[config.mk]
export PLATFORM = sky130hd
export DESIGN_NAME = led_driver_fault_supervisor
export DESIGN_NICKNAME = d
export VERILOG_FILES = /design/src/led_fault_pkg.sv /design/src/sync_two_stage.sv /design/src/led_driver_fault_supervisor.sv
export VERILOG_INCLUDE_DIRS = /design/src
export SDC_FILE = /design/constraint.sdc
export NUM_CORES = 1
export LEC_CHECK = 0
export ABC_AREA = 1
export BUFFER_PORTS_ARGS = -buffer_cell sky130_fd_sc_hd__buf_2
export CAP_MARGIN = 20
export CORE_AREA = 2 2 100 102
export CTS_CLUSTER_SIZE = 24
export DETAILED_ROUTE_END_ITERATION = 10
export DIE_AREA = 0 0 102 104
export PLACE_DENSITY = 0.65
export SLEW_MARGIN = 20
export SYNTH_ARGS = -nofsm -noshare
export SYNTH_HDL_FRONTEND = slang
export SYNTH_SLANG_ARGS = --single-unit
[constraint.sdc]
create_clock -name clk -period 1.82 [get_ports clk]
set_input_delay 0.273 -clock clk [delete_from_list [all_inputs] [get_ports clk]]
set_output_delay 0.273 -clock clk [all_outputs]
set_load 0.02 [all_outputs]
[src/led_fault_cfg.svh]
// Timing constants for the LED fault supervisor
`ifndef LED_FAULT_CFG_SVH
`define LED_FAULT_CFG_SVH
`define CLK_PERIOD_NS 4
`define SHUTDOWN_DELAY_MS 16
`define SHUTDOWN_DELAY_CYC ((`SHUTDOWN_DELAY_MS * 1000000) / `CLK_PERIOD_NS)
`define EXT_FAULT_SW_CYCLES 8
`define NUM_STRINGS 6
`endif

[src/led_fault_pkg.sv]
// Types shared by the LED fault supervisor
package led_fault_pkg;
   typedef enum logic {CONTINUE_MODE, ALL_OUT_MODE} fault_mode_t;
   typedef struct packed {
      logic [5:0] shortAbove;
      logic [5:0] inRegulation;
      logic [5:0] noCurrent;
      logic overvoltageTrip;
      logic overvoltageLow;
      logic primaryCurrentLimit;
      logic secondaryCurrentLimit;
   } comp_flags_t;
endpackage

[src/sync_two_stage.sv]
// Two flip-flop synchroniser for a bus of asynchronous levels
`timescale 1ns/10ps
`default_nettype none
module sync_two_stage #(
   parameter int WIDTH = 1
) (
   input wire logic clk,
   input wire logic srst,
   input wire logic [WIDTH-1:0] asyncIn,
   output logic [WIDTH-1:0] syncOut
);
   logic [WIDTH-1:0] stage1;
   logic [WIDTH-1:0] next_stage1;
   logic [WIDTH-1:0] next_syncOut;
   always_comb begin
      next_stage1 = srst ? '0 : asyncIn;
      next_syncOut = srst ? '0 : stage1;
   end
   always_ff @(posedge clk) begin
      stage1 <= next_stage1;
      syncOut <= next_syncOut;
   end
endmodule
`default_nettype wire

[src/led_driver_fault_supervisor.sv]
// Fault supervision and shutdown sequencing for a six-string LED driver
`timescale 1ns/10ps
`default_nettype none
`include "led_fault_cfg.svh"
module led_driver_fault_supervisor
   import led_fault_pkg::*;
#(
   parameter int SHUTDOWN_CYCLES = `SHUTDOWN_DELAY_CYC
) (
   input wire logic clk,
   input wire logic srst,
   input wire logic enablePwm,
   input wire led_fault_pkg::fault_mode_t faultMode,
   input wire led_fault_pkg::comp_flags_t compFlags,
   input wire logic swCycleTick,
   input wire logic softStartDone,
   input wire logic faultLineIn,
   output logic faultLineOut,
   output logic faultLineOe,
   output logic [5:0] stringEnable,
   output logic boostEnable,
   output logic endOnTime,
   output logic softStartRequest,
   output logic sleepActive
);
   typedef enum logic [1:0] {SLEEP, SOFT_START, RUNNING, LATCHED_OFF} sup_state_t;

   localparam int SLEEP_W = $clog2(SHUTDOWN_CYCLES + 1);

   // Synchronised copies of the comparator flags, enablePwm and faultLineIn
   comp_flags_t flags;
   logic enSync;
   logic lineSync;
   sync_two_stage #(.WIDTH($bits(comp_flags_t) + 2)) u_sync (
      .clk(clk),
      .srst(srst),
      .asyncIn({compFlags, enablePwm, faultLineIn}),
      .syncOut({flags, enSync, lineSync})
   );

   sup_state_t state;
   sup_state_t next_state;
   logic [SLEEP_W-1:0] lowCount;
   logic [SLEEP_W-1:0] next_lowCount;
   logic [3:0] extCount;
   logic [3:0] next_extCount;
   logic [5:0] dropped;
   logic [5:0] next_dropped;
   logic faultLatch;
   logic next_faultLatch;
   logic ovHalt;
   logic next_ovHalt;
   logic next_faultLineOe;
   logic [5:0] next_stringEnable;
   logic next_boostEnable;
   logic next_endOnTime;
   logic next_softStartRequest;
   logic next_sleepActive;

   logic allOut;
   logic shortArmed;
   logic [5:0] shortHit;
   logic anyShort;
   logic openHit;
   logic extFault;

   always_comb begin
      allOut = (faultMode == ALL_OUT_MODE);
      shortArmed = |(flags.inRegulation & ~dropped);
      shortHit = shortArmed ? (flags.shortAbove & ~dropped) : 6'h00;
      anyShort = |shortHit;
      openHit = |(flags.noCurrent & ~dropped);
      // External fault only counts when this device is not the one pulling
      extFault = allOut && (extCount > 4'(`EXT_FAULT_SW_CYCLES));
   end

   always_comb begin
      next_state = state;
      next_lowCount = lowCount;
      next_extCount = extCount;
      next_dropped = dropped;
      next_faultLatch = faultLatch;
      next_ovHalt = ovHalt;
      if (enSync) begin
         next_lowCount = '0;
      end else if (lowCount < SLEEP_W'(SHUTDOWN_CYCLES)) begin
         next_lowCount = lowCount + SLEEP_W'(1);
      end
      if (!allOut || lineSync || faultLineOe) begin
         next_extCount = 4'h0;
      end else if (swCycleTick && extCount != 4'hf) begin
         next_extCount = extCount + 4'h1;
      end
      // Overvoltage halts switching with hysteresis; it latches only in soft start while a live string is out of regulation
      if (flags.overvoltageTrip) begin
         next_ovHalt = 1'b1;
      end else if (flags.overvoltageLow) begin
         next_ovHalt = 1'b0;
      end
      case (state)
         SLEEP: begin
            if (enSync) begin
               next_dropped = 6'h00;
               next_faultLatch = 1'b0;
               next_ovHalt = 1'b0;
               next_extCount = 4'h0;
               next_state = SOFT_START;
            end
         end
         SOFT_START, RUNNING: begin
            if (state == SOFT_START && softStartDone) begin
               next_state = RUNNING;
            end
            if (flags.secondaryCurrentLimit) begin
               next_faultLatch = 1'b1;
               next_state = LATCHED_OFF;
            end else if (extFault) begin
               next_state = LATCHED_OFF;
            end else if (allOut && anyShort) begin
               next_faultLatch = 1'b1;
               next_state = LATCHED_OFF;
            end else if (allOut && state == SOFT_START && flags.overvoltageTrip &&
                         |(~flags.inRegulation & ~dropped)) begin
               next_faultLatch = 1'b1;
               next_state = LATCHED_OFF;
            end else if (allOut && state == RUNNING && openHit) begin
               next_faultLatch = 1'b1;
               next_state = LATCHED_OFF;
            end else if (!allOut) begin
               if (anyShort) begin
                  next_dropped = dropped | shortHit;
                  next_faultLatch = 1'b1;
               end
               if (flags.overvoltageTrip && state == SOFT_START &&
                   |(~flags.inRegulation & ~dropped)) begin
                  next_dropped = next_dropped | ~flags.inRegulation;
                  next_faultLatch = 1'b1;
               end else if (flags.overvoltageTrip && state == RUNNING && openHit) begin
                  next_dropped = next_dropped | flags.noCurrent;
               end
            end
         end
         LATCHED_OFF: begin
         end
         default: begin
            next_state = SLEEP;
         end
      endcase
      // Sleep after a long low enable; also the only way out of latch-off
      if (state != SLEEP && lowCount >= SLEEP_W'(SHUTDOWN_CYCLES)) begin
         next_state = SLEEP;
      end
   end

   always_comb begin
      next_stringEnable = 6'h00;
      next_boostEnable = 1'b0;
      next_endOnTime = flags.primaryCurrentLimit;
      next_softStartRequest = (next_state == SOFT_START);
      next_sleepActive = (next_state == SLEEP);
      if (next_state == SOFT_START || next_state == RUNNING) begin
         next_stringEnable = ~next_dropped;
         // Current limit gating is registered like endOnTime; both follow the synchronised flags one cycle later
         next_boostEnable = ~next_ovHalt && ~flags.secondaryCurrentLimit;
      end
      next_faultLineOe = next_faultLatch;
   end

   always_ff @(posedge clk) begin
      if (srst) begin
         state <= SLEEP;
         lowCount <= '0;
         extCount <= 4'h0;
         dropped <= 6'h00;
         faultLatch <= 1'b0;
         ovHalt <= 1'b0;
         faultLineOe <= 1'b0;
         stringEnable <= 6'h00;
         boostEnable <= 1'b0;
         endOnTime <= 1'b0;
         softStartRequest <= 1'b0;
         sleepActive <= 1'b1;
      end else begin
         state <= next_state;
         lowCount <= next_lowCount;
         extCount <= next_extCount;
         dropped <= next_dropped;
         faultLatch <= next_faultLatch;
         ovHalt <= next_ovHalt;
         faultLineOe <= next_faultLineOe;
         stringEnable <= next_stringEnable;
         boostEnable <= next_boostEnable;
         endOnTime <= next_endOnTime;
         softStartRequest <= next_softStartRequest;
         sleepActive <= next_sleepActive;
      end
   end

   // Open drain: the output level is always low, only the enable moves
   always_ff @(posedge clk) begin
      faultLineOut <= 1'b0;
   end
endmodule
`default_nettype wire

==> reports/metrics.yaml <==
outcome: "finished, violations left"
violations: "setup timing"
port_buffers: 39
hold_ws_ns: 0.0966
crit_path_max_fanout: 7
syn_area_per_cell_sq_um: 7.28
die_h_um: 104
totalWireLength_mm: 9.13
tritoncts: "built"
ctsHoldBuffers: 0
n_antenna_cell: 0
initial_core_util: 0.441
antenna_found_initial: 0
hpwl_mm: 6.28
powerDensity_mw_per_mm2: 954
cts_max_level: 3
combPwrFrac: 0.239
fin_crit_sh: 1.02
place_inst: 757
die-area_sq_mm: 0.0106
sw_frac_of_total: 0.315
min_period_ns: 1.85
slew_violations: 0
r2r_end: "boostEnable$_SDFF_PP0_"
setup_tns_ns: -0.156
min_to: "u_sync.stage1[17]$_SDFF_PP0_"
clk-insertion-delay-late_ns: 0.37
final.setup.worst_slack_ns: -0.0285
ys_seq_area_frac: 0.446
route.detailed.drc: 0
critPathLaunchType: "register"
overflow: 0
die_width_um: 102
grt_usage: 0.169
pwr-share-seq: 0.466
power_mw: 4.95
ff2ff_setup_slack_ns: -0.03
grt_pass1_wl_mm: 14.6
gp_congestion: 0.893
ant_nets: 0
cp.required_ns: 2.08
hp-class: "in -> reg"
drt_pass1_iterations: 5
yosys.area.top_type: "dfxtp_1"
ir_drop_mv: 0.392
first_iter_violations: 164
vias: 3603
netSwitchingPower_mw: 1.56
fmax_ghz: 0.541
grt_max_degree: 58
design_area_sq_mm: 0.00519
setup_violations: 8
hold_start: "compFlags[15]"
critical_path_arrival_ns: 2.11
clkPwrFrac: 0.295
syn-cell-area_sq_mm: 0.00422
grt_pass1_vias: 3298
cp-end-kind: "register"
wl_per_cell_um: 11.7
cts-buffers-inserted: 9
cap_violations: 0
synth_warnings: 0
synth-seq-cells: 94
clock-root-buffer: "clkbuf_8"
final_cells: 783
postSynthCellCount: 579
area_growth_pct: 23.2
finalHoldViolCount: 0
yosys-top-cells-area: "dfxtp_1 (45%), inv_1 (10%), nand2_1 (10%)"
path_clk_slew_ns: 0.10
synth_top_area_share: 0.446
rr_worst_depth: 15
via_per_inst: 4.60
crit_type: "reg -> reg"
core_sq_mm: 0.00955
place_area_sq_mm: 0.00466
dpl_worst_slack_ns: -0.0550
rsz0062_at_grt: "true"
io_pins: 41
finClkSkew_ns: 0.0119
drive_gt1_frac: 0.277
utilization: 0.544
cts.sinks: 94
fin_nets: 684
clockBufferDepth: 2
internal_power_mw: 3.39
syn-num-nets: 618
rows: 36
holdPathStages: 3
cellLeakagePower_nw: 2.42
yosysUniqueCellTypes: 41
## critical path, cell delays in order (launching register included)
cell     delay, ns
dfxtp_2       0.37
inv_2         0.05
nand2_1       0.06
nand2_1       0.06
nor2_2        0.12
nand2_2       0.10
o31ai_2       0.07
nand2_1       0.12
nand2_2       0.10
nand2_1       0.05
nand2_1       0.06
nand2_1       0.08
nand2_2       0.13
ha_4          0.23
nand2_8       0.10
nor3_2        0.04
## power groups by stage
stage	clock, mW	sequential (mW)	combinational [mW]
2_1_floorplan	0	2.46	0.449
3_3_place_gp	0	2.33	0.902
3_5_place_dp	0	2.34	0.914
4_1_cts	1.49	2.29	0.923
5_1_grt	1.59	2.33	1.30
6_report	1.46	2.30	1.18
## worst max path at each step
stage	startpoint	to
global route	register	stringEnable[1]$_SDFF_PP0_
detailed placement	extCount[0]$_SDFF_PP0_	boostEnable$_SDFF_PP0_
floorplan	state[0]$_SDFF_PP0_	boostEnable$_SDFF_PP0_
finish	register	boostEnable$_SDFF_PP0_
CTS	state[0]$_SDFF_PP0_	stringEnable[1]$_SDFF_PP0_
global placement	extCount[0]$_SDFF_PP0_	boostEnable$_SDFF_PP0_
## final cells by class
class / count / area, sq um
multi-input combinational: 354 / 2020
sequential: 94 / 1900
timing repair buffer: 69 / 444
clock buffer: 9 / 124
clock inverter: 7 / 85.1
inverter: 117 / 447
tap: 133 / 166
fill: 911 / 4360
## synthesized netlist by cell type (all sizes together)
cell type  number
nand3          24
a22oi           2
nand2         120
and3            1
nand4           8
nor3b           3
xor2            8
ha             10
dfxtp          94
nor4            6
clkbuf          6
a211oi          4
o21bai          1
conb            1
or2             3
a21oi          25
nor2          103
inv           117
o31ai           3
buf             8
xnor2           3
nor3           12
o21ai          17
## per-layer routing
layer / routed length, um / vias to the layer above / track usage
li1: - / 1887 / -
met1: 4280 / 1607 / 0.227
met2: 4240 / 91 / 0.270
met3: 415 / 18 / 0.0309
met4: 195 / 0 / 0.0610
met5: 0 / - / 0
## cells in the final DEF, fill, tap and decap left out, drive strengths merged
cell	synthesis	layout
nor3b	3	3
nand3	24	24
dfxtp	94	94
clkbuf	6	9
conb	1	1
o21bai	1	1
nor2	103	103
a21oi	25	25
and3	1	1
bufinv	0	1
buf	8	69
a211oi	4	4
clkinvlp	0	2
o31ai	3	3
or2	3	3
o21ai	17	17
xor2	8	8
inv	117	121
nand2	120	120
a22oi	2	2
nand4	8	8
nor3	12	12
nor4	6	6
ha	10	10
xnor2	3	3
## repair_timing
| item | in CTS | in global routing |
|---|---|---|
| endpoints found under the hold margin | 0 | 0 |
| resized for setup | 11 | 69 |
| setup endpoints to repair | 8 | 15 |
| pin swaps | 2 | 26 |
| buffers inserted | 0 | 10 |
## sequential cells by signal, indices dropped and copies added (netlist names), named ones only
| register | flops |
|---|---|
| stringEnable | 6 |
| lowCount | 22 |
| sleepActive | 1 |
| extCount | 4 |
| softStartRequest | 1 |
| u_sync.stage1 | 24 |
| boostEnable | 1 |
| faultLatch | 1 |
| state | 2 |
| u_sync.syncOut | 24 |
| endOnTime | 1 |
| ovHalt | 1 |
## logic make-up after synthesis
family | count (synthesis) | share of synthesized area
DFF | 94 | 0.446
and+or+nand+nor | 280 | 0.306
adders and majority gates | 10 | 0.0297
xor gates and xnor gates | 11 | 0.0229
AOI/OAI and AO/OA | 52 | 0.0686
other | 1 | 0.000890
buffers and inverters | 131 | 0.125
No activity file was read; power rests on OpenSTA's default activity.
